## config.mk

```make
export PLATFORM = sky130hd
export DESIGN_NAME = scf_serial_clock_filter
export DESIGN_NICKNAME = d
export VERILOG_FILES = /design/src/core/scf_pkg.sv /design/src/core/scf_serial_clock_filter.sv /design/src/core/scf_fifo.sv
export SDC_FILE = /design/constraint.sdc
export NUM_CORES = 1
export LEC_CHECK = 0
export BUFFER_PORTS_ARGS = -buffer_cell sky130_fd_sc_hd__buf_4
export CAP_MARGIN = 5
export CELL_PAD_IN_SITES_DETAIL_PLACEMENT = 1
export CELL_PAD_IN_SITES_GLOBAL_PLACEMENT = 1
export CORE_ASPECT_RATIO = 0.6
export CORE_MARGIN = 5
export CORE_UTILIZATION = 42
export DETAILED_ROUTE_END_ITERATION = 7
export PLACE_DENSITY_LB_ADDON = 0.1
export SYNTH_ARGS = -nofsm -noshare
export SYNTH_HDL_FRONTEND = slang
export SYNTH_SLANG_ARGS = --single-unit
```

## constraint.sdc

```tcl
create_clock -name core_clk_in -period 6.92 [get_ports core_clk_in]
set_clock_uncertainty 0.15 [all_clocks]
set_input_delay 0.346 -clock core_clk_in [delete_from_list [all_inputs] [get_ports core_clk_in]]
set_output_delay 0.346 -clock core_clk_in [all_outputs]
set_load 0.05 [all_outputs]
```

## src/core/scf_pkg.sv

```systemverilog
package scf_pkg;
  // Bus geometry
  localparam int ADDR_W = 32;
  localparam int DATA_W = 32;
  // Extended mode register index and its byte address
  localparam logic [31:0] XMODE_INDEX = 32'h0008A027;
  localparam logic [31:0] XMODE_ADDR  = {XMODE_INDEX[29:0], 2'b00};
  localparam logic [31:0] CTRL_ADDR   = 32'h00000000;
  localparam logic [31:0] STATUS_ADDR = 32'h00000004;
  localparam logic [31:0] RXDATA_ADDR = 32'h00000008;
  // Extended mode field positions and reset value
  localparam int XMODE_SRC_BIT  = 0;
  localparam int XMODE_HALF_BIT = 4;
  localparam int XMODE_FILT_BIT = 5;
  localparam int XMODE_EDGE_BIT = 7;
  localparam logic [7:0] XMODE_RESET    = 8'h00;
  localparam logic [7:0] XMODE_WR_MASK  = 8'hB1;
  // Control register layout and reset value
  localparam logic [15:0] CTRL_RESET = 16'hFF00;
  // Status bit positions
  localparam int STAT_NEMPTY_BIT = 0;
  localparam int STAT_BUSY_BIT   = 1;
  localparam int STAT_PEND_BIT   = 2;
  // Responses
  localparam logic [1:0] RESP_OKAY   = 2'h0;
  localparam logic [1:0] RESP_SLVERR = 2'h2;
  // Base clock cycles per bit and frame figures
  localparam logic [5:0] BASE_PER_BIT_NORM  = 6'h10;
  localparam logic [5:0] BASE_PER_BIT_HALF  = 6'h08;
  localparam logic [5:0] BASE_PER_BIT_SMART = 6'h20;
  localparam logic [3:0] FRAME_BITS         = 4'h8;
  localparam logic [4:0] SYNC_HALF_PER_FRAME = 5'h10;
  localparam logic [4:0] SYNC_HALF_IDLE      = 5'h02;
  localparam int FIFO_DEPTH = 8;
  localparam int FIFO_WIDTH = 8;
  localparam int FILT_LEN   = 3;

  typedef enum logic [1:0] {MODE_ASYNC, MODE_SYNC, MODE_SMART, MODE_I2C} scf_mode_e;

  typedef struct packed {
    logic       edge_sel;
    logic       rsv6;
    logic       noise_filter_en;
    logic       base_clock_halving_sel;
    logic [2:0] rsv3_1;
    logic       async_clock_source_sel;
  } scf_xmode_s;

  typedef struct packed {
    logic [7:0] bit_rate_divider;
    logic [1:0] prescale;
    logic [1:0] clk_enable;
    logic [1:0] mode;
    logic       rx_enable;
    logic       tx_enable;
  } scf_ctrl_s;

  typedef enum logic [2:0] {SEL_CTRL, SEL_STAT, SEL_DATA, SEL_XMODE, SEL_NONE} scf_sel_e;
endpackage

```

## src/core/scf_serial_clock_filter.sv

```systemverilog
// The AXI4-Lite interface to the registers was chosen for this implementation.
`timescale 1ns/100ps
`default_nettype none
// Contract
// - Clock source bit only for async external
// - Source bit one selects timer outputs ANDed
// - Halving bit picks 16 or 8 per bit outside smart card, which uses 32
// - Filter enables rx async, i2c lines i2c
// - Filter off passes raw levels through
// - Start by low level or falling edge
// - Extended bits writable only when disabled
// - Fastest sync setting adds idle bit
// - External clock edges form async base clock
// - Smart card fastest bit is 64 cycles
// - Divider and prescale set base clock
module scf_serial_clock_filter
  import scf_pkg::*;
(
  input  wire logic              core_clk_in,
  input  wire logic              rst_n_in,
  input  wire logic [ADDR_W-1:0] s_axi_awaddr_in,
  input  wire logic              s_axi_awvalid_in,
  output logic                   s_axi_awready_out,
  input  wire logic [DATA_W-1:0] s_axi_wdata_in,
  input  wire logic [3:0]        s_axi_wstrb_in,
  input  wire logic              s_axi_wvalid_in,
  output logic                   s_axi_wready_out,
  output logic [1:0]             s_axi_bresp_out,
  output logic                   s_axi_bvalid_out,
  input  wire logic              s_axi_bready_in,
  input  wire logic [ADDR_W-1:0] s_axi_araddr_in,
  input  wire logic              s_axi_arvalid_in,
  output logic                   s_axi_arready_out,
  output logic [DATA_W-1:0]      s_axi_rdata_out,
  output logic [1:0]             s_axi_rresp_out,
  output logic                   s_axi_rvalid_out,
  input  wire logic              s_axi_rready_in,
  input  wire logic              rx_data_pin_in,
  input  wire logic              i2c_clock_pin_in,
  input  wire logic              i2c_data_pin_in,
  input  wire logic              ext_clock_pin_in,
  input  wire logic              timer_a_compare_out_in,
  input  wire logic              timer_b_compare_out_in,
  output logic                   sync_clock_out,
  output logic                   i2c_clock_int_out,
  output logic                   i2c_data_int_out
);
  typedef enum logic [1:0] {ST_IDLE, ST_START, ST_DATA, ST_STOP} scf_rx_e;

  // Address decode shared by the read and write paths
  function automatic scf_sel_e decode(input logic [ADDR_W-1:0] addr);
    scf_sel_e s;
    s = SEL_NONE;
    if (addr == CTRL_ADDR)   s = SEL_CTRL;
    if (addr == STATUS_ADDR) s = SEL_STAT;
    if (addr == RXDATA_ADDR) s = SEL_DATA;
    if (addr == XMODE_ADDR)  s = SEL_XMODE;
    return s;
  endfunction

  scf_ctrl_s        ctrl_ff;
  scf_xmode_s       xmode_ff;
  scf_mode_e        mode;
  logic             aw_hold_ff, w_hold_ff, bvalid_ff, rvalid_ff;
  logic [ADDR_W-1:0] awaddr_ff;
  logic [DATA_W-1:0] wdata_ff, rdata_ff;
  logic [3:0]       wstrb_ff;
  logic [1:0]       bresp_ff, rresp_ff;
  logic             do_wr, do_rd, xmode_wr;
  scf_sel_e         wsel, rsel;
  logic [5:0]       sync1_ff, sync2_ff;
  logic [FILT_LEN-1:0] hist_ff [3];
  logic [2:0]       filt_ff, filt_en, line_int;
  logic             use_ext, src_lvl, src_prev_ff, base_tick;
  logic [15:0]      div_base, div_lim, div_cnt_ff, since_ff;
  logic             primed_ff;
  logic [5:0]       bits_per, base_cnt_ff;
  logic [2:0]       bit_idx_ff;
  logic [7:0]       shift_ff, pend_data_ff;
  logic             pend_ff, rx_prev_ff, rx_on, start_go, fifo_in_ready, fifo_out_valid;
  logic [7:0]       fifo_out_data;
  scf_rx_e          st_ff;
  logic [4:0]       sclk_cnt_ff;
  logic             sync_clk_ff, sync_gap;

  assign mode = scf_mode_e'(ctrl_ff.mode);

  // Write channel acceptance, either order
  assign s_axi_awready_out = !aw_hold_ff && !bvalid_ff;
  assign s_axi_wready_out  = !w_hold_ff && !bvalid_ff;
  assign s_axi_bvalid_out  = bvalid_ff;
  assign s_axi_bresp_out   = bresp_ff;
  assign do_wr = aw_hold_ff && w_hold_ff && !bvalid_ff;
  assign wsel  = decode(awaddr_ff);
  assign xmode_wr = do_wr && (wsel == SEL_XMODE) && wstrb_ff[0];

  always_ff @(posedge core_clk_in or negedge rst_n_in) begin
    if (!rst_n_in) begin
      aw_hold_ff <= 1'b0;
      w_hold_ff  <= 1'b0;
      bvalid_ff  <= 1'b0;
      awaddr_ff  <= '0;
      wdata_ff   <= '0;
      wstrb_ff   <= 4'h0;
      bresp_ff   <= RESP_OKAY;
    end else begin
      if (s_axi_awvalid_in && s_axi_awready_out) begin
        aw_hold_ff <= 1'b1;
        awaddr_ff  <= s_axi_awaddr_in;
      end
      if (s_axi_wvalid_in && s_axi_wready_out) begin
        w_hold_ff <= 1'b1;
        wdata_ff  <= s_axi_wdata_in;
        wstrb_ff  <= s_axi_wstrb_in;
      end
      if (do_wr) begin
        aw_hold_ff <= 1'b0;
        w_hold_ff  <= 1'b0;
        bvalid_ff  <= 1'b1;
        bresp_ff   <= (wsel == SEL_NONE) ? RESP_SLVERR : RESP_OKAY;
      end else if (bvalid_ff && s_axi_bready_in) begin
        bvalid_ff <= 1'b0;
      end
    end
  end

  // Control register, byte lanes 0 and 1
  always_ff @(posedge core_clk_in or negedge rst_n_in) begin
    if (!rst_n_in) begin
      ctrl_ff <= scf_ctrl_s'(CTRL_RESET);
    end else if (do_wr && (wsel == SEL_CTRL)) begin
      if (wstrb_ff[0]) ctrl_ff[7:0]  <= wdata_ff[7:0];
      if (wstrb_ff[1]) ctrl_ff[15:8] <= wdata_ff[15:8];
    end
  end

  // Extended mode register, locked while either direction is enabled
  always_ff @(posedge core_clk_in or negedge rst_n_in) begin
    if (!rst_n_in) begin
      xmode_ff <= scf_xmode_s'(XMODE_RESET);
    end else if (xmode_wr && !ctrl_ff.tx_enable && !ctrl_ff.rx_enable) begin
      xmode_ff <= scf_xmode_s'(wdata_ff[7:0] & XMODE_WR_MASK);
    end
  end

  // Read channel; a data read pops the receive buffer
  assign s_axi_arready_out = !rvalid_ff;
  assign s_axi_rvalid_out  = rvalid_ff;
  assign s_axi_rdata_out   = rdata_ff;
  assign s_axi_rresp_out   = rresp_ff;
  assign do_rd = s_axi_arvalid_in && !rvalid_ff;
  assign rsel  = decode(s_axi_araddr_in);

  always_ff @(posedge core_clk_in or negedge rst_n_in) begin
    if (!rst_n_in) begin
      rvalid_ff <= 1'b0;
      rdata_ff  <= '0;
      rresp_ff  <= RESP_OKAY;
    end else if (do_rd) begin
      rvalid_ff <= 1'b1;
      rresp_ff  <= (rsel == SEL_NONE) ? RESP_SLVERR : RESP_OKAY;
      rdata_ff  <= '0;
      case (rsel)
        SEL_CTRL: rdata_ff[15:0] <= ctrl_ff;
        SEL_STAT: begin
          rdata_ff[STAT_NEMPTY_BIT] <= fifo_out_valid;
          rdata_ff[STAT_BUSY_BIT]   <= (st_ff != ST_IDLE);
          rdata_ff[STAT_PEND_BIT]   <= pend_ff;
        end
        SEL_DATA: rdata_ff[7:0] <= fifo_out_valid ? fifo_out_data : 8'h00;
        SEL_XMODE: rdata_ff[7:0] <= xmode_ff;
        default:  rdata_ff <= '0;
      endcase
    end else if (rvalid_ff && s_axi_rready_in) begin
      rvalid_ff <= 1'b0;
    end
  end

  // Two-stage synchronisers for all pins
  always_ff @(posedge core_clk_in or negedge rst_n_in) begin
    if (!rst_n_in) begin
      sync1_ff <= 6'h3F;
      sync2_ff <= 6'h3F;
    end else begin
      sync1_ff <= {timer_b_compare_out_in, timer_a_compare_out_in, ext_clock_pin_in,
                   i2c_data_pin_in, i2c_clock_pin_in, rx_data_pin_in};
      sync2_ff <= sync1_ff;
    end
  end

  // Filter applies to rx in async and to both i2c lines in i2c mode
  assign filt_en[0] = xmode_ff.noise_filter_en && (mode == MODE_ASYNC);
  assign filt_en[1] = xmode_ff.noise_filter_en && (mode == MODE_I2C);
  assign filt_en[2] = filt_en[1];

  // Output follows only after three agreeing samples
  for (genvar g = 0; g < 3; g++) begin : g_filt
    always_ff @(posedge core_clk_in or negedge rst_n_in) begin
      if (!rst_n_in) begin
        hist_ff[g] <= '1;
        filt_ff[g] <= 1'b1;
      end else begin
        hist_ff[g] <= {hist_ff[g][FILT_LEN-2:0], sync2_ff[g]};
        if (&hist_ff[g])  filt_ff[g] <= 1'b1;
        if (~|hist_ff[g]) filt_ff[g] <= 1'b0;
      end
    end
    assign line_int[g] = filt_en[g] ? filt_ff[g] : sync2_ff[g];
  end

  assign i2c_clock_int_out = line_int[1];
  assign i2c_data_int_out  = line_int[2];

  // External base clock only in async with external clock enable
  assign use_ext  = (mode == MODE_ASYNC) && ctrl_ff.clk_enable[1];
  assign src_lvl  = xmode_ff.async_clock_source_sel ? (sync2_ff[4] & sync2_ff[5]) : sync2_ff[3];
  assign div_base = {8'h00, ctrl_ff.bit_rate_divider} + 16'h0001;
  assign div_lim  = (div_base << {ctrl_ff.prescale, 1'b1}) - 16'h0001;
  // At or past the limit, so a smaller divider written mid-count cannot stall the tick
  assign base_tick = use_ext ? (src_lvl && !src_prev_ff) : (div_cnt_ff >= div_lim);

  // Base clock generator
  always_ff @(posedge core_clk_in or negedge rst_n_in) begin
    if (!rst_n_in) begin
      src_prev_ff <= 1'b0;
      div_cnt_ff  <= 16'h0000;
    end else begin
      src_prev_ff <= src_lvl;
      if (use_ext || base_tick) div_cnt_ff <= 16'h0000;
      else div_cnt_ff <= div_cnt_ff + 16'h0001;
    end
  end

  // Base clocks per bit
  always_comb begin
    bits_per = BASE_PER_BIT_NORM;
    if (mode == MODE_SMART) bits_per = BASE_PER_BIT_SMART;
    else if (xmode_ff.base_clock_halving_sel) bits_per = BASE_PER_BIT_HALF;
  end

  // Start recognition by level or by falling edge
  assign rx_on    = ctrl_ff.rx_enable && ((mode == MODE_ASYNC) || (mode == MODE_SMART));
  assign start_go = rx_on && (st_ff == ST_IDLE) && !pend_ff && !line_int[0] &&
                    (!xmode_ff.edge_sel || rx_prev_ff);

  // Receive sequencer
  always_ff @(posedge core_clk_in or negedge rst_n_in) begin
    if (!rst_n_in) begin
      st_ff       <= ST_IDLE;
      base_cnt_ff <= 6'h00;
      bit_idx_ff  <= 3'h0;
      shift_ff    <= 8'h00;
      rx_prev_ff  <= 1'b1;
      pend_ff     <= 1'b0;
      pend_data_ff <= 8'h00;
    end else begin
      rx_prev_ff <= line_int[0];
      if (pend_ff && fifo_in_ready) pend_ff <= 1'b0;
      if (!rx_on) begin
        st_ff <= ST_IDLE;
      end else begin
        case (st_ff)
          ST_IDLE: begin
            if (start_go) begin
              st_ff       <= ST_START;
              base_cnt_ff <= 6'h00;
            end
          end
          ST_START: begin
            if (base_tick) begin
              base_cnt_ff <= base_cnt_ff + 6'h01;
              if (base_cnt_ff == (bits_per >> 1) - 6'h01) begin
                base_cnt_ff <= 6'h00;
                bit_idx_ff  <= 3'h0;
                st_ff       <= line_int[0] ? ST_IDLE : ST_DATA;
              end
            end
          end
          ST_DATA: begin
            if (base_tick) begin
              base_cnt_ff <= base_cnt_ff + 6'h01;
              if (base_cnt_ff == bits_per - 6'h01) begin
                base_cnt_ff <= 6'h00;
                shift_ff    <= {line_int[0], shift_ff[7:1]};
                bit_idx_ff  <= bit_idx_ff + 3'h1;
                if ({1'b0, bit_idx_ff} == FRAME_BITS - 4'h1) st_ff <= ST_STOP;
              end
            end
          end
          ST_STOP: begin
            if (base_tick) begin
              base_cnt_ff <= base_cnt_ff + 6'h01;
              if (base_cnt_ff == bits_per - 6'h01) begin
                st_ff <= ST_IDLE;
                if (line_int[0]) begin
                  pend_ff      <= 1'b1;
                  pend_data_ff <= shift_ff;
                end
              end
            end
          end
          default: st_ff <= ST_IDLE;
        endcase
      end
    end
  end

  scf_fifo #(
    .WIDTH (FIFO_WIDTH),
    .DEPTH (FIFO_DEPTH)
  ) u_fifo (
    .core_clk_in   (core_clk_in),
    .rst_n_in      (rst_n_in),
    .in_valid_in   (pend_ff),
    .in_ready_out  (fifo_in_ready),
    .in_data_in    (pend_data_ff),
    .out_valid_out (fifo_out_valid),
    .out_ready_in  (do_rd && (rsel == SEL_DATA)),
    .out_data_out  (fifo_out_data)
  );

  // Synchronous clock output; fastest setting stops it for one bit
  assign sync_gap = (ctrl_ff.bit_rate_divider == 8'h00) && (ctrl_ff.prescale == 2'b00);
  always_ff @(posedge core_clk_in or negedge rst_n_in) begin
    if (!rst_n_in) begin
      sclk_cnt_ff <= 5'h00;
      sync_clk_ff <= 1'b1;
    end else if (!(ctrl_ff.tx_enable && (mode == MODE_SYNC) && !ctrl_ff.clk_enable[1])) begin
      sclk_cnt_ff <= 5'h00;
      sync_clk_ff <= 1'b1;
    end else if (base_tick) begin
      if (sclk_cnt_ff < SYNC_HALF_PER_FRAME) sync_clk_ff <= !sync_clk_ff;
      else sync_clk_ff <= 1'b1;
      if (sclk_cnt_ff == SYNC_HALF_PER_FRAME - 5'h01 + (sync_gap ? SYNC_HALF_IDLE : 5'h00))
        sclk_cnt_ff <= 5'h00;
      else sclk_cnt_ff <= sclk_cnt_ff + 5'h01;
    end
  end
  assign sync_clock_out = sync_clk_ff;

  // Cycles between internal base ticks, for checking
  always_ff @(posedge core_clk_in or negedge rst_n_in) begin
    if (!rst_n_in) begin
      since_ff  <= 16'h0000;
      primed_ff <= 1'b0;
    end else begin
      since_ff <= base_tick ? 16'h0000 : since_ff + 16'h0001;
      if (do_wr && (wsel == SEL_CTRL)) primed_ff <= 1'b0;
      else if (base_tick) primed_ff <= 1'b1;
    end
  end

  AST_XMODE_LOCK: assert property (@(posedge core_clk_in) disable iff (!rst_n_in)
    xmode_wr && (ctrl_ff.tx_enable || ctrl_ff.rx_enable) |=> $stable(xmode_ff))
    else $error("extended mode changed while enabled");
  AST_RSV_ZERO: assert property (@(posedge core_clk_in) disable iff (!rst_n_in)
    xmode_ff.rsv3_1 == 3'h0 && !xmode_ff.rsv6)
    else $error("reserved extended bits set");
  AST_EXT_ONLY_ASYNC: assert property (@(posedge core_clk_in) disable iff (!rst_n_in)
    (mode != MODE_ASYNC) && primed_ff && base_tick |-> since_ff == div_lim)
    else $error("external source used outside async");
  AST_TIMER_AND: assert property (@(posedge core_clk_in) disable iff (!rst_n_in)
    base_tick && use_ext && xmode_ff.async_clock_source_sel |-> sync2_ff[4] && sync2_ff[5] && !src_prev_ff)
    else $error("timer tick without both compare outputs");
  AST_FILT_HOLD: assert property (@(posedge core_clk_in) disable iff (!rst_n_in)
    filt_en[0] && !(&hist_ff[0]) && (|hist_ff[0]) |=> filt_ff[0] == $past(filt_ff[0]))
    else $error("filter passed a short pulse");
  AST_FILT_OFF: assert property (@(posedge core_clk_in) disable iff (!rst_n_in)
    !filt_en[1] |-> i2c_clock_int_out == sync2_ff[1] && (filt_en[2] || i2c_data_int_out == sync2_ff[2]))
    else $error("raw level not passed");
  AST_EDGE_START: assert property (@(posedge core_clk_in) disable iff (!rst_n_in)
    (st_ff == ST_IDLE) && rx_on ##1 (st_ff == ST_START) |-> !$past(line_int[0]) &&
      (!$past(xmode_ff.edge_sel) || $past(rx_prev_ff)))
    else $error("start taken without low level or edge");
  AST_SYNC_GAP: assert property (@(posedge core_clk_in) disable iff (!rst_n_in)
    sclk_cnt_ff >= SYNC_HALF_PER_FRAME |-> sync_gap && sync_clk_ff)
    else $error("sync clock ran in idle gap");
  AST_DIV_PERIOD: assert property (@(posedge core_clk_in) disable iff (!rst_n_in)
    base_tick && !use_ext && primed_ff && $stable(ctrl_ff) |-> since_ff == div_lim)
    else $error("base tick spacing wrong");
endmodule // scf_serial_clock_filter
`default_nettype wire

```

## src/core/scf_fifo.sv

```systemverilog
`timescale 1ns/100ps
`default_nettype none
module scf_fifo #(
  parameter int WIDTH = 8,
  parameter int DEPTH = 8
) (
  input  wire logic             core_clk_in,
  input  wire logic             rst_n_in,
  input  wire logic             in_valid_in,
  output logic                  in_ready_out,
  input  wire logic [WIDTH-1:0] in_data_in,
  output logic                  out_valid_out,
  input  wire logic             out_ready_in,
  output logic      [WIDTH-1:0] out_data_out
);
  localparam int PW = $clog2(DEPTH);
  logic [WIDTH-1:0] mem_ff [DEPTH];
  logic [PW:0]      wr_ptr_ff;
  logic [PW:0]      rd_ptr_ff;
  logic             push;
  logic             pop;

  // Full when pointers differ only in the wrap bit
  assign in_ready_out  = !((wr_ptr_ff[PW] != rd_ptr_ff[PW]) && (wr_ptr_ff[PW-1:0] == rd_ptr_ff[PW-1:0]));
  assign out_valid_out = (wr_ptr_ff != rd_ptr_ff);
  assign push          = in_valid_in && in_ready_out;
  assign pop           = out_valid_out && out_ready_in;
  assign out_data_out  = mem_ff[rd_ptr_ff[PW-1:0]];

  // Storage
  always_ff @(posedge core_clk_in) begin
    if (push) begin
      mem_ff[wr_ptr_ff[PW-1:0]] <= in_data_in;
    end
  end

  // Pointers
  always_ff @(posedge core_clk_in or negedge rst_n_in) begin
    if (!rst_n_in) begin
      wr_ptr_ff <= '0;
      rd_ptr_ff <= '0;
    end else begin
      if (push) wr_ptr_ff <= wr_ptr_ff + 1'b1;
      if (pop)  rd_ptr_ff <= rd_ptr_ff + 1'b1;
    end
  end
endmodule // scf_fifo
`default_nettype wire

```

Word-level counts from Yosys, hierarchy flattened
Memory sizes are Yosys's and may differ from the RTL's.
Cells that the tools add are included.
Widths: inputs -> output; s select.
- register bits after elaboration: 178
- bits of input ports: 113
- output and inout bits: 44
- memories: 1
- word-level logic and storage cells: 247
- memory bits (writable): 64
- shift operators: 1
- $lt $le $gt $ge: 2
- reduce and logical (&&, ||, !) cells: 73
- bitwise operators: 1
- multiplexer cells: 74
- eq/ne operators: 43
- $add $sub $neg: 11
- memory list (name ; depth ; width ; read ports ; clocked after Yosys merged registers in ; write ports ; line ; RTL):
    u_fifo.mem_ff ; 8 ; 8 ; 1 ; 0 ; 1 ; scf_fifo.sv:17 ; logic [WIDTH-1:0] mem_ff [DEPTH];
- operators with widths (kind ; count):
    $eq 32x22->1 const B ; 2
    $eq 32x3->1 const B ; 2
    $eq 32x4->1 const B ; 2
    $logic_not 32->1 ; 2
    $mux 6 ; 7
    $mux 3 ; 12
    $logic_and 1x1->1 ; 30
    $mux 1 ; 30
    $mux 2 ; 13
    $ne 3x3->1 const B ; 8
    $pmux 6 s4 ; 1
    $mux 5 ; 4
    $ne 2x2->1 const B ; 10
    $add 16x1->16 const B ; 1
    $ge 16x16->1 ; 1
    $mux 16 ; 1
    $mux 8 ; 2
    $shl 9x3->16 ; 1
    $sub 16x1->16 const B ; 1
    $pmux 5 s3 ; 1
    $logic_not 1->1 ; 13
    $eq 6x6->1 ; 2
    $pmux 3 s4 ; 1
    $reduce_bool 2->1 ; 6
    32 further kinds ; 52

Longest topological paths before layout
Gate-level depths: netlist of run 1.
- depth in word-level cells: 10
- gate-level depth with buffers: 18
- gate-level depth less buffers: 17

Hierarchy
From an unflattened synthesis of run 1, not the netlist that was laid out.
- cell total of the unflattened synthesis: 946
- area, all modules: 11821.3 µm²
- modules (own cells, without submodules) (module ; sequential area each (µm²) ; area each (µm²) ; times used ; cells each):
    scf_serial_clock_filter ; 4246.6 ; 8713.4 ; 1 ; 793
    scf_fifo ; 2122.0 ; 3108.0 ; 1 ; 153

Least setup slack after synthesis of run 1
No wires, ideal clock.
- path type: register to register
- start: reg ctrl_ff[8] (netlist name)
- end: reg base_cnt_ff[3]
- stages on the path, launching flop included: 19
- arrival: 4.094 ns
- path buffers: 1
- period minus slack after synthesis: 4.320 ns
- setup time: 0.076 ns
- setup slack: 2.600 ns
- data required time: 6.694 ns
- cells stage by stage: dfstp_2 -> buf_2 -> inv_1 -> ha_1 -> nand3b_1 -> o41a_1 -> o211ai_2 -> nor4_4 -> nand4_1 -> nor3_2 -> xor2_1 -> ha_1 -> nand4_1 -> nor4_1 -> a22oi_1 -> a221oi_2 -> o21ai_2 -> or4_1 -> o21ai_1
- cells in the longest elaborated chain, start to end: 7
- elaborated cells between the ends (all ways): 9
- classes of those cells: add/sub: 2; order compare: 1; eq/ne: 3; shift: 1; mux: 1; reduce/logical: 1
- ends and longest elaborated chain (what ; line ; RTL):
    start, declared ; scf_serial_clock_filter.sv:61 ; scf_ctrl_s ctrl_ff;
    start signal, assigned ; scf_serial_clock_filter.sv:130 ; ctrl_ff <= scf_ctrl_s'(CTRL_RESET);
    $add 8x1->9 (*) ; scf_serial_clock_filter.sv:217 ; assign div_base = {8'h00, ctrl_ff.bit_rate_divider} + 16'h0001;
    $shl 9x3->16 (*) ; scf_serial_clock_filter.sv:218 ; assign div_lim = (div_base << {ctrl_ff.prescale, 1'b1}) - 16'h0001;
    $sub 16x1->16 (*) ; scf_serial_clock_filter.sv:218 ;
    $ge 16x16->1 (*) ; scf_serial_clock_filter.sv:220 ; assign base_tick = use_ext ? (src_lvl && !src_prev_ff) : (div_cnt_ff >= div_lim);
    $mux 1 (*) ; scf_serial_clock_filter.sv:220 ;
    $ne 2x2->1 (no source line) ; - ;
    $reduce_and 5->1 (no source line) (*) ; - ;
    end signal, assigned ; scf_serial_clock_filter.sv:271 ; base_cnt_ff <= base_cnt_ff + 6'h01;
    end signal, assigned ; scf_serial_clock_filter.sv:281 ; base_cnt_ff <= base_cnt_ff + 6'h01;
    end signal, assigned ; scf_serial_clock_filter.sv:292 ; base_cnt_ff <= base_cnt_ff + 6'h01;
    end, declared ; scf_serial_clock_filter.sv:77 ; logic [5:0] bits_per, base_cnt_ff;
Mark *: on every way between the ends. The rest lies on a longest branch, timed or not.
A chain may end at the register's enable or synchronous reset.

Worst setup path after layout of run 1
- start: reg ctrl_ff[6] (netlist name)
- end: reg pend_data_ff[2]
- cells in the longest elaborated chain, start to end: 5
- ends and longest elaborated chain (what ; line ; RTL):
    $shl 9x3->16 ; scf_serial_clock_filter.sv:218 ;
    $sub 16x1->16 ; scf_serial_clock_filter.sv:218 ;
    $ge 16x16->1 ; scf_serial_clock_filter.sv:220 ;
    $mux 1 ; scf_serial_clock_filter.sv:220 ;
    $reduce_and 5->1 (no source line) ; - ;
    end signal, assigned ; scf_serial_clock_filter.sv:297 ; pend_data_ff <= shift_ff;
    end, declared ; scf_serial_clock_filter.sv:79 ; logic [7:0] shift_ff, pend_data_ff;
No other way between the ends.

==> results of run 1 <==
[worst max-delay path, stage by stage (launching register included)]
cell	delay (ns)
dfrtp_1	0.85
clkinv_1	0.56
mux2i_1	0.55
o22a_1	0.29
nand4_1	0.19
nor2_1	0.23
mux2i_1	0.11
ha_1	0.33
nand4_1	0.20
nor4_1	0.32
a22oi_1	0.25
a21oi_2	0.48
nand4_2	0.44
mux2_2	0.41
[synthesized netlist by cell type, drive strengths merged, types with 6 or more instances]
library cell,n,share of area
xnor2,20,0.015
mux2i,15,0.013
a21oi,32,0.015
dfrtp,142,0.31
nor4,19,0.015
a22o,8,0.0062
nor2b,6,0.0033
mux2,92,0.092
and3,10,0.0055
clkbuf,14,0.0046
buf,37,0.021
edfxtp,64,0.17
nor3,23,0.012
ha,25,0.028
nor2,58,0.020
o21ai,41,0.018
mux4,16,0.032
inv,24,0.0079
xor2,25,0.019
nand2,59,0.020
nand2b,7,0.0039
nand3,34,0.015
nand4,13,0.0083
dfstp,34,0.079
[final timing paths]
kind | endpoint | slack [ns] | cells past startpoint
max in group asynchronous | sclk_cnt_ff[1] | 4.84 | 3
hold / removal | s_axi_rdata_out[3] | 0.06 | 4
setup reg to reg | pend_data_ff[2] | 1.42 | 13
min in group asynchronous | awaddr_ff[25] | 0.34 | 2
setup / recovery | pend_data_ff[2] | 1.42 | 13
hold reg to reg | sync2_ff[2] | 0.20 | 0
[sequential cells by signal, indices dropped and copies added (netlist names), 2 cells and up]
| signal | count |
|---|---|
| awaddr_ff | 32 |
| base_cnt_ff | 6 |
| bit_idx_ff | 3 |
| ctrl_ff | 14 |
| div_cnt_ff | 16 |
| filt_ff | 3 |
| hist_ff | 9 |
| mode | 2 |
| pend_data_ff | 8 |
| s_axi_rdata_out | 16 |
| sclk_cnt_ff | 5 |
| shift_ff | 8 |
| st_ff | 2 |
| sync1_ff | 6 |
| sync2_ff | 6 |
| u_fifo.mem_ff | 64 |
| u_fifo.rd_ptr_ff | 4 |
| u_fifo.wr_ptr_ff | 4 |
| wdata_ff | 16 |
| wstrb_ff | 2 |
| xmode_ff | 4 |
[logic make-up after synthesis]
kind of cell / count (synthesis)
AO/OA/AOI/OAI: 129
XOR/XNOR: 45
adder cells (fa/ha/maj): 25
buffers and inverters: 76
flip-flops: 240
multiplexers: 123
other: 1
AND/OR/NAND/NOR: 266
[layout make-up]
type | count | share of cell area
Clock buffer | 35 | 0.0505
Multi-Input combinational cell | 606 | 0.335
Tap cell | 360 | 0.0324
Clock inverter | 9 | 0.00683
Timing Repair Buffer | 185 | 0.111
Inverter | 25 | 0.00674
Antenna cell | 1 | 0.000180
Sequential cell | 240 | 0.458
[metal layers]
layer  GRT usage  wire, um  up-vias
li1            -         -     3659
met1       0.314     15400     3997
met4      0.0335       416        0
met3      0.0345      1500       29
met5           0         0        -
met2       0.296     13000      191
[through the flow]
| step | worst slack (ns) | util |
|---|---|---|
| floorplan | 2.60 | - |
| global placement | 1.55 | 0.472 |
| detailed placement | 1.45 | 0.472 |
| CTS | 1.44 | 0.524 |
| global route | 0.894 | 0.525 |
| finish | 1.42 | 0.525 |
[power by group through the flow]
| stage | sequential (mW) | combinational, mW | clock (mW) |
|---|---|---|---|
| 3_3_place_gp | 1.77 | 0.546 | 0 |
| 4_1_cts | 1.75 | 0.591 | 1.35 |
| 3_5_place_dp | 1.78 | 0.558 | 0 |
| 2_1_floorplan | 1.75 | 0.385 | 0 |
| 5_1_grt | 1.78 | 0.647 | 1.42 |
| 6_report | 1.76 | 0.589 | 1.31 |
[repair_timing]
action,4_1_cts,5_1_grt
hold buffers,59,0
hold endpoints to repair,143,0
setup endpoints to repair,0,0
==> out/results.ini, run 1 <==
[run_status]
outcome = finished, final reports clean

[sta]
max_freq_mhz = 182
min_period_ns = 5.50
tightest_slew_ns = 1.21
setup_tns_ns = 0
relSlewSlack = 0.190
final-setup-viol-count = 0
slew_violations = 0
fin_crit_sh = 0.794
hold_violations = 0
rsz0062_at_grt = false
hold_ws_ns = 0.0557

[floorplan]
dieArea_mm2 = 0.0305
die_w_um = 222
rows = 46
core_area_mm2 = 0.0265
dieHeight_um = 137
start_util = 0.427
io_pins = 157

[clock_network]
insertion_delay_ns = 0.53
cts_sinks = 240
postCtsSetupBuffers = 0
path_clk_slew_ns = 0.07
cts_made_buffers = 24
cts_tree = yes
root_buffer = clkbuf_16
cts_resized = 0
ctsLongestPathBuffers = 3
htreeDepth = 1

[logic_synthesis]
async_reset_ff_frac = 0.733
synth_top_family_by_area = multiplexers
synthCells = 905
synth_simple_gate_area_frac = 0.128
seq_area_frac_synth = 0.562
synth_area_mm2 = 0.0113
ys_seq_elements = 240
synth_xor_xnor_area_share = 0.0348
synthFlopType = dfrtp_1
yosysWarningCount = 0
synth_edf_count = 64
synthAdderAreaFrac = 0.0276
synth-compound-area-share = 0.0777
synth.mux.area_fraction = 0.137
ys_types = 79
avgSynthCellArea_um2 = 12.5

[power]
p_leak_nw = 5.62
pwr-share-seq = 0.480
power_density_mw_per_mm2 = 263
power_frac_clock = 0.359
vdd_drop_max_mv = 0.239
p_switching_mw = 0.995
internal-power_mw = 2.66
sw_frac_of_total = 0.272
power_mw = 3.66
power_frac_comb = 0.161

[setup_path]
cp_data_arrival_time_ns = 5.76
reg2reg_from = ctrl_ff[6]
critPathMaxFanout = 25
cp-end-kind = flip-flop
cp-start-kind = flip-flop
path_class = flip-flop to flip-flop
worstPathRequired_ns = 7.18
startpoint = ctrl_ff[6]

[detailed_routing]
wire_per_inst_um = 20.7
viasPerCell = 5.39
firstDrtPassIters = 5
antenna_left = 0
wl_mm = 30.3
drt_iter0_drc = 555
drc = 0
num_vias = 7876

[final_layout]
syn2layout_area_growth_pct = 22.7
instances_no_fill = 1461
n_fill_cell = 2739
nNetsFinal = 1220
drive_above_1_share = 0.303
layout_common_cells = 142 x dfrtp_1, 125 x buf_4, 91 x mux2_2, 64 x edfxtp_1, 59 x dlygate4sd3_1
regArea_mm2 = 0.00637
fin_area_mm2 = 0.0139
final_common_cell = dfrtp_1
multiInputGateArea_mm2 = 0.00466

[global_routing]
grt_max_degree = 110
grt_pass1_wl_mm = 48.4
grt-ovfl-total = 0
grt_pass1_vias = 8143
antenna_found_initial = 1
grt_usage = 0.200

[hold_path]
hold_class = input pin to flip-flop
min_from = s_axi_araddr_in[2]

[place]
io_buffers = 120
routabilityCongestion = 0.802
place_area_mm2 = 0.0125
dp.cells = 1357
hpwl_mm = 21.2

[run]
maxCapViolations = 0

Note: power is estimated with default switching activity, not from simulation.
==> run 2: changes to the inputs <==
--- a/config.mk
+++ b/config.mk
@@ -5,6 +5,7 @@
 export SDC_FILE = /design/constraint.sdc
 export NUM_CORES = 1
 export LEC_CHECK = 0
+export ABC_AREA = 1
 export BUFFER_PORTS_ARGS = -buffer_cell sky130_fd_sc_hd__buf_4
 export CAP_MARGIN = 5
 export CELL_PAD_IN_SITES_DETAIL_PLACEMENT = 1
==> constraint.sdc (replaced) <==
create_clock -name core_clk_in -period 5.4 [get_ports core_clk_in]
set_clock_uncertainty 0.15 [all_clocks]
set_input_delay 0.27 -clock core_clk_in [delete_from_list [all_inputs] [get_ports core_clk_in]]
set_output_delay 0.27 -clock core_clk_in [all_outputs]
set_load 0.05 [all_outputs]
==> out/results.ini, run 2 <==
[detailed_routing]
m1WireLength_mm = 17.1  ; +12%
wl_met2_mm = 15.0  ; +16%
wire_per_inst_um = 18.1  ; -13%
wl_met3_mm = 1.85  ; +23%
drt_iter0_drc = 520  ; -6.3%
viasPerCell = 5.10  ; -5.4%
num_vias = 9711  ; +23%
antenna_left = 0  ; unchanged
firstDrtPassIters = 5  ; unchanged
wl_mm = 34.5  ; +14%
drc = 0  ; unchanged
maxUsedRoutingLayer = met4

[sta]
tightest_slew_ns = 1.25  ; +0.0428 ns
relSlewSlack = 0.162  ; -0.0280
rsz0062_at_grt = false
hold_ws_ns = 0.108  ; +0.0518 ns
final-setup-viol-count = 0  ; unchanged
hold_violations = 0  ; unchanged
setup_tns_ns = 0  ; unchanged
fin_crit_sh = 0.877  ; +0.0834
min_period_ns = 4.74  ; -0.757 ns
max_freq_mhz = 211  ; +16%
slew_violations = 0  ; unchanged

[setup_path]
cp-start-kind = flip-flop
critPathMaxFanout = 19  ; -24%
cp_data_arrival_time_ns = 5.01  ; -0.75 ns
critPathSlowestCell = dfrtp_1
cp-end-kind = flip-flop
path_class = flip-flop to flip-flop
cp_common_cell = nand2_1
worstPathRequired_ns = 5.67  ; -1.51 ns
path_cells = inv_1 > nand3_1 > nand2_1 > nand2_1 > nand2_1 > nor2_2 > nand2_1 > nor2_1 > nand3_1 > nand2_1 > nand2_1 > ha_1 > nand2_1 > inv_1 > nand3_1 > nor2_1 > nand2_1 > nand2_2 > nand2_2 > inv_2 > nand3b_1 > nand2_1 > nand2_1
cp_slowest_stage_delay_ns = 0.74  ; -0.11 ns

[final_layout]
nNetsFinal = 1656  ; +36%
fin_util = 0.523  ; -0.00120
multiInputGateArea_mm2 = 0.00466  ; about the same
n_fill_cell = 3224  ; +18%
diodes = 0  ; -1
regArea_mm2 = 0.00637  ; unchanged
layout_common_cells = 326 x nand2_1, 183 x nor2_1, 142 x dfrtp_1, 127 x buf_4, 117 x inv_1
instances_no_fill = 1905  ; +30%
final_common_cell = nand2_1
largest_reg_flops = 64  ; unchanged
syn2layout_area_growth_pct = 22.8  ; about the same
drive_above_1_share = 0.166  ; -0.136

[logic_synthesis]
synthCells = 1338  ; +48%
synth_top_area_cell = dfrtp_1
post-synth-top-count-cell = nand2_1
yosysWarningCount = 0  ; unchanged
synth_edf_count = 64  ; unchanged
synth_xor_xnor_area_share = 0.0217  ; -0.0131
avgSynthCellArea_um2 = 8.77  ; -30%
synth-compound-area-share = 0.0639  ; -0.0138
synth_simple_gate_area_frac = 0.253  ; +0.126
synthFlopType = dfrtp_1
synth.mux.area_fraction = 0.0259  ; -0.111
seq_area_frac_synth = 0.543  ; -0.0187
synthAdderAreaFrac = 0.0267  ; -0.000918
synth_area_mm2 = 0.0117  ; +3.4%
synth_common_cells = 326 x nand2_1, 183 x nor2_1, 142 x dfrtp_1, 117 x inv_1, 106 x nand3_1
synthDominantCellAreaShare = 0.303  ; -0.0104
ys_seq_elements = 240  ; unchanged
ys_top_cells_by_area = dfrtp_1 30%, edfxtp_1 16%, nand2_1 10%
ys_types = 44  ; -44%
async_reset_ff_frac = 0.733  ; unchanged
synth_top_family_by_area = simple AND/OR/NAND/NOR gates

[run_status]
outcome = finished, final reports clean

[hold_path]
hold_class = input pin to flip-flop

[floorplan]
rows = 47  ; +2.2%
dieArea_mm2 = 0.0315  ; +3.2%
core_area_mm2 = 0.0275  ; +3.7%
io_pins = 157  ; unchanged
start_util = 0.426  ; -0.00117
die_w_um = 226  ; +1.6%
dieHeight_um = 139  ; +1.6%

[clock_network]
insertion_delay_ns = 0.55  ; +0.02 ns
root_buffer = clkbuf_16
cts_resized = 0  ; unchanged
path_clk_slew_ns = 0.06  ; about the same
postCtsSetupBuffers = 0  ; unchanged
cts_tree = yes
htreeDepth = 1  ; unchanged
cts_sinks = 240  ; unchanged
cts-hold-fix-buffers = 59  ; unchanged
ctsLongestPathBuffers = 3  ; unchanged
cts_made_buffers = 26  ; +8.3%

[power]
power_density_mw_per_mm2 = 329  ; +25%
vdd_drop_max_mv = 0.279  ; +17%
p_leak_nw = 6.55  ; +17%

[place]
hpwl_mm = 24.3  ; +15%
dp.cells = 1798  ; +32%
io_buffers = 120  ; unchanged
routabilityCongestion = 0.880  ; +9.8%

[global_routing]
grt-ovfl-total = 0  ; unchanged
grt_pass1_vias = 10100  ; +24%
antenna_found_initial = 0  ; -1
grt_pass1_wl_mm = 55.5  ; +15%
grt_max_degree = 63  ; -43%
grt_usage = 0.219  ; +0.0183

[run]
maxCapViolations = 0  ; unchanged

## run 2: path summary, 6_finish.rpt
check / startpoint / end / slack [ns] / cells past startpoint
max: ctrl_ff[6] / shift_ff[3] / 0.66 / 23
min: s_axi_wvalid_in / w_hold_ff / 0.11 / 4
max reg2reg: ctrl_ff[6] / shift_ff[3] / 0.66 / 23
min reg2reg: sync1_ff[4] / sync2_ff[4] / 0.20 / 0
max in group asynchronous: rst_n_in / shift_ff[2] / 3.74 / 3
min in group asynchronous: rst_n_in / wdata_ff[12] / 0.13 / 2
## run 2: worst max-delay path, delay by kind of cell, from the launching register on
| family | cells | cell delay (ns) |
|---|---|---|
| AND/OR/NAND/NOR | 19 | 2.68 |
| buffers and inverters | 3 | 0.76 |
| flip-flops | 1 | 0.74 |
| adder cells (fa/ha/maj) | 1 | 0.27 |
## run 2: cell families after synthesis
kind of cell / after synthesis
buffers and inverters: 180
AOI/OAI and AO/OA: 141
other: 1
adders and majority gates: 25
muxes: 27
xor gates and xnor gates: 29
DFF: 240
and+or+nand+nor: 695
## run 2: layer usage
layer  up-vias  track usage
met5         -            0
met4         0       0.0347
met3        34       0.0370
met2       219        0.330
met1      4749        0.337
li1       4709            -
## run 2: layout make-up
| cell class | instances | share of cell area |
|---|---|---|
| multi-input combinational | 935 | 0.324 |
| sequential | 240 | 0.442 |
| timing repair buffer | 187 | 0.108 |
| tap | 367 | 0.0319 |
| inverter | 128 | 0.0334 |
| clock inverter | 8 | 0.00747 |
| clock buffer | 40 | 0.0536 |
## run 2: report_power, final
part / switching, mW / leakage [nW] / internal, mW / total [mW]
clock: 0.739 / 0.436 / 1.09 / 1.82
sequential: 0.120 / 2.62 / 2.08 / 2.20
combinational: 0.427 / 3.49 / 0.291 / 0.718
## run 2: metrics by stage
step	area [um2]	total power, mW	worst slack [ns]
floorplan	11800	2.66	1.84
global placement	12900	2.86	0.939
detailed placement	12900	2.89	0.789
CTS	14400	4.76	0.687
global route	14400	4.99	0.276
finish	14400	4.74	0.662
==> run 3: changes to the inputs <==
--- a/config.mk
+++ b/config.mk
@@ -13,8 +13,10 @@
 export CORE_ASPECT_RATIO = 0.6
 export CORE_MARGIN = 5
 export CORE_UTILIZATION = 42
+export CTS_CLUSTER_DIAMETER = 80
 export DETAILED_ROUTE_END_ITERATION = 7
 export PLACE_DENSITY_LB_ADDON = 0.1
+export RECOVER_POWER = 100
 export SYNTH_ARGS = -nofsm -noshare
 export SYNTH_HDL_FRONTEND = slang
 export SYNTH_SLANG_ARGS = --single-unit
==> out/results.ini, run 3 (synthesis results as in run 2) <==
[sta]
fin_crit_sh = 0.896  ; +0.0186
max_freq_mhz = 207  ; -2.1%
tightest_slew_ns = 3.20  ; +1.95 ns
hold_violations = 0  ; unchanged
slew_violations = 137  ; +137
rsz0062_at_grt = false
final-setup-viol-count = 0  ; unchanged
setup_tns_ns = 0  ; unchanged
relSlewSlack = -1.13  ; -1.29
min_period_ns = 4.84  ; +0.101 ns

[setup_path]
path_class = flip-flop to flip-flop
worstPathRequired_ns = 5.67  ; about the same
cp_slowest_stage_delay_ns = 0.75  ; about the same
startpoint = ctrl_ff[6]
cp-start-kind = flip-flop
path_cells = inv_1 > nand3_1 > nand2_1 > nand2_1 > nand2_1 > nor2_1 > nand2_1 > nor2_1 > nand3_1 > nand2_1 > nand2_1 > ha_1 > nand2_1 > inv_1 > nand3_1 > nor2_1 > nand2_1 > nand2_2 > nand2_2 > inv_2 > nand3b_1 > nand2_1 > nand2_1
critPathSlowestCell = dfrtp_1
cp_common_cell = nand2_1
cp-end-kind = flip-flop
r2r-end = shift_ff[3]
reg2reg_from = ctrl_ff[6]
endpoint = shift_ff[3]
rr_worst_depth = 23  ; unchanged
critPathMaxFanout = 19  ; unchanged
cp_data_arrival_time_ns = 5.11  ; +0.10 ns
rrSetupSlack_ns = 0.56  ; -0.10 ns

[floorplan]
rows = 47  ; unchanged
io_pins = 157  ; unchanged
dieArea_mm2 = 0.0315  ; unchanged
start_util = 0.426  ; unchanged
core_area_mm2 = 0.0275  ; unchanged
dieHeight_um = 139  ; unchanged
die_w_um = 226  ; unchanged

[place]
place_area_mm2 = 0.0129  ; unchanged
io_buffers = 120  ; unchanged
routabilityCongestion = 0.880  ; unchanged
hpwl_mm = 24.3  ; unchanged

[power]
vdd_drop_max_mv = 0.276  ; -0.97%
power_density_mw_per_mm2 = 331  ; +0.64%
p_leak_nw = 6.42  ; -2.0%

[detailed_routing]
wire_per_inst_um = 18.1  ; +0.16%
num_vias = 9727  ; +0.16%
drc = 0  ; unchanged
drt_iter0_drc = 558  ; +7.3%
antenna_left = 0  ; unchanged
viasPerCell = 5.11  ; +0.16%
wl_mm = 34.5  ; +0.16%
firstDrtPassIters = 5  ; unchanged

[clock_network]
cts_made_buffers = 26  ; unchanged
htreeDepth = 1  ; unchanged
postCtsSetupBuffers = 0  ; unchanged
path_clk_slew_ns = 0.06  ; about the same
cts-hold-fix-buffers = 59  ; unchanged
cts_sinks = 240  ; unchanged
cts_tree = yes
root_buffer = clkbuf_16
insertion_delay_ns = 0.55  ; about the same
cts_resized = 0  ; unchanged
ctsLongestPathBuffers = 3  ; unchanged

[final_layout]
layout_common_cells = 328 x nand2_1, 184 x nor2_1, 142 x dfrtp_1, 118 x inv_1, 106 x nand3_1
nNetsFinal = 1656  ; unchanged
regArea_mm2 = 0.00637  ; unchanged
multiInputGateArea_mm2 = 0.00464  ; -0.38%
n_fill_cell = 3249  ; +0.78%
final_common_cell = nand2_1
fin_area_mm2 = 0.0143  ; -1.0%
largest_reg_flops = 64  ; unchanged
syn2layout_area_growth_pct = 21.6
drive_above_1_share = 0.137  ; -0.0299
diodes = 0  ; unchanged

[global_routing]
grt_max_degree = 63  ; unchanged
grt_pass1_vias = 10100  ; unchanged
grt_usage = 0.219  ; unchanged
grt-ovfl-total = 0  ; unchanged
grt_pass1_wl_mm = 55.5  ; unchanged
antenna_found_initial = 0  ; unchanged

[hold_path]
hold_class = input pin to flip-flop

[run_status]
outcome = finished with violations
violations = capacitance limit, slew limit

[run]
maxCapViolations = 3  ; +3

==> run 3: cell count changes in the layout (fill, tap and decap cells not counted), moves of 5 or more <==
cell	change
clkbuf_4	+5
clkbuf_1	+31
o21ai_0	+23
dfstp_2	-9
dfstp_1	+9
o21ai_1	-23
buf_4	-37
==> run 3: worst min path at each step <==
stage,to,start,depth (start not counted)
6_report,s_axi_rdata_out[0],s_axi_araddr_in[5],8
5_1_grt,s_axi_rdata_out[0],s_axi_araddr_in[20],8
4_1_cts,w_hold_ff,s_axi_wvalid_in,4
3_5_place_dp,wdata_ff[12],rst_n_in,1
3_3_place_gp,wdata_ff[12],rst_n_in,1
2_1_floorplan,aw_hold_ff,rst_n_in,0
==> run 3: final cells by class <==
| cell class | instances | area share |
|---|---|---|
| Inverter | 128 | 0.0337 |
| Tap cell | 367 | 0.0322 |
| Timing Repair Buffer | 187 | 0.100 |
| Clock buffer | 40 | 0.0541 |
| Multi-Input combinational cell | 935 | 0.326 |
| Clock inverter | 8 | 0.00755 |
| Sequential cell | 240 | 0.447 |
==> run 3: report_power, final <==
part           total (mW)  internal (mW)  switching [mW]
clock network        1.83           1.09           0.740
logic               0.698          0.275           0.423
registers            2.20           2.08           0.122
==> run 3: through the flow <==
stage	total power, mW	setup WS [ns]	utilization	cells	hold slack, ns
3_5_place_dp	2.89	0.789	0.470	1798	0.134
4_1_cts	4.76	0.687	0.523	1905	0.100
5_1_grt	4.97	0.187	0.518	1905	0.163
3_3_place_gp	2.86	0.939	0.470	1798	0.127
2_1_floorplan	2.66	1.84	-	1355	-0.176
6_report	4.73	0.561	0.518	1905	0.133
==> run 3: critical path, delay by kind of cell, from the launching register on <==
kind,cells,cell delay (ns)
and+or+nand+nor,19,2.79
adders and majority gates,1,0.27
DFF,1,0.75
buffers and inverters,3,0.74
==> run 3: routing by layer <==
metal  vias up  GRT usage  part of all wire
met2       188      0.330              0.44
met5         -          0                 0
li1       4707          -                 -
met4         0     0.0347             0.014
met3        37     0.0370             0.047
met1      4795      0.337              0.50
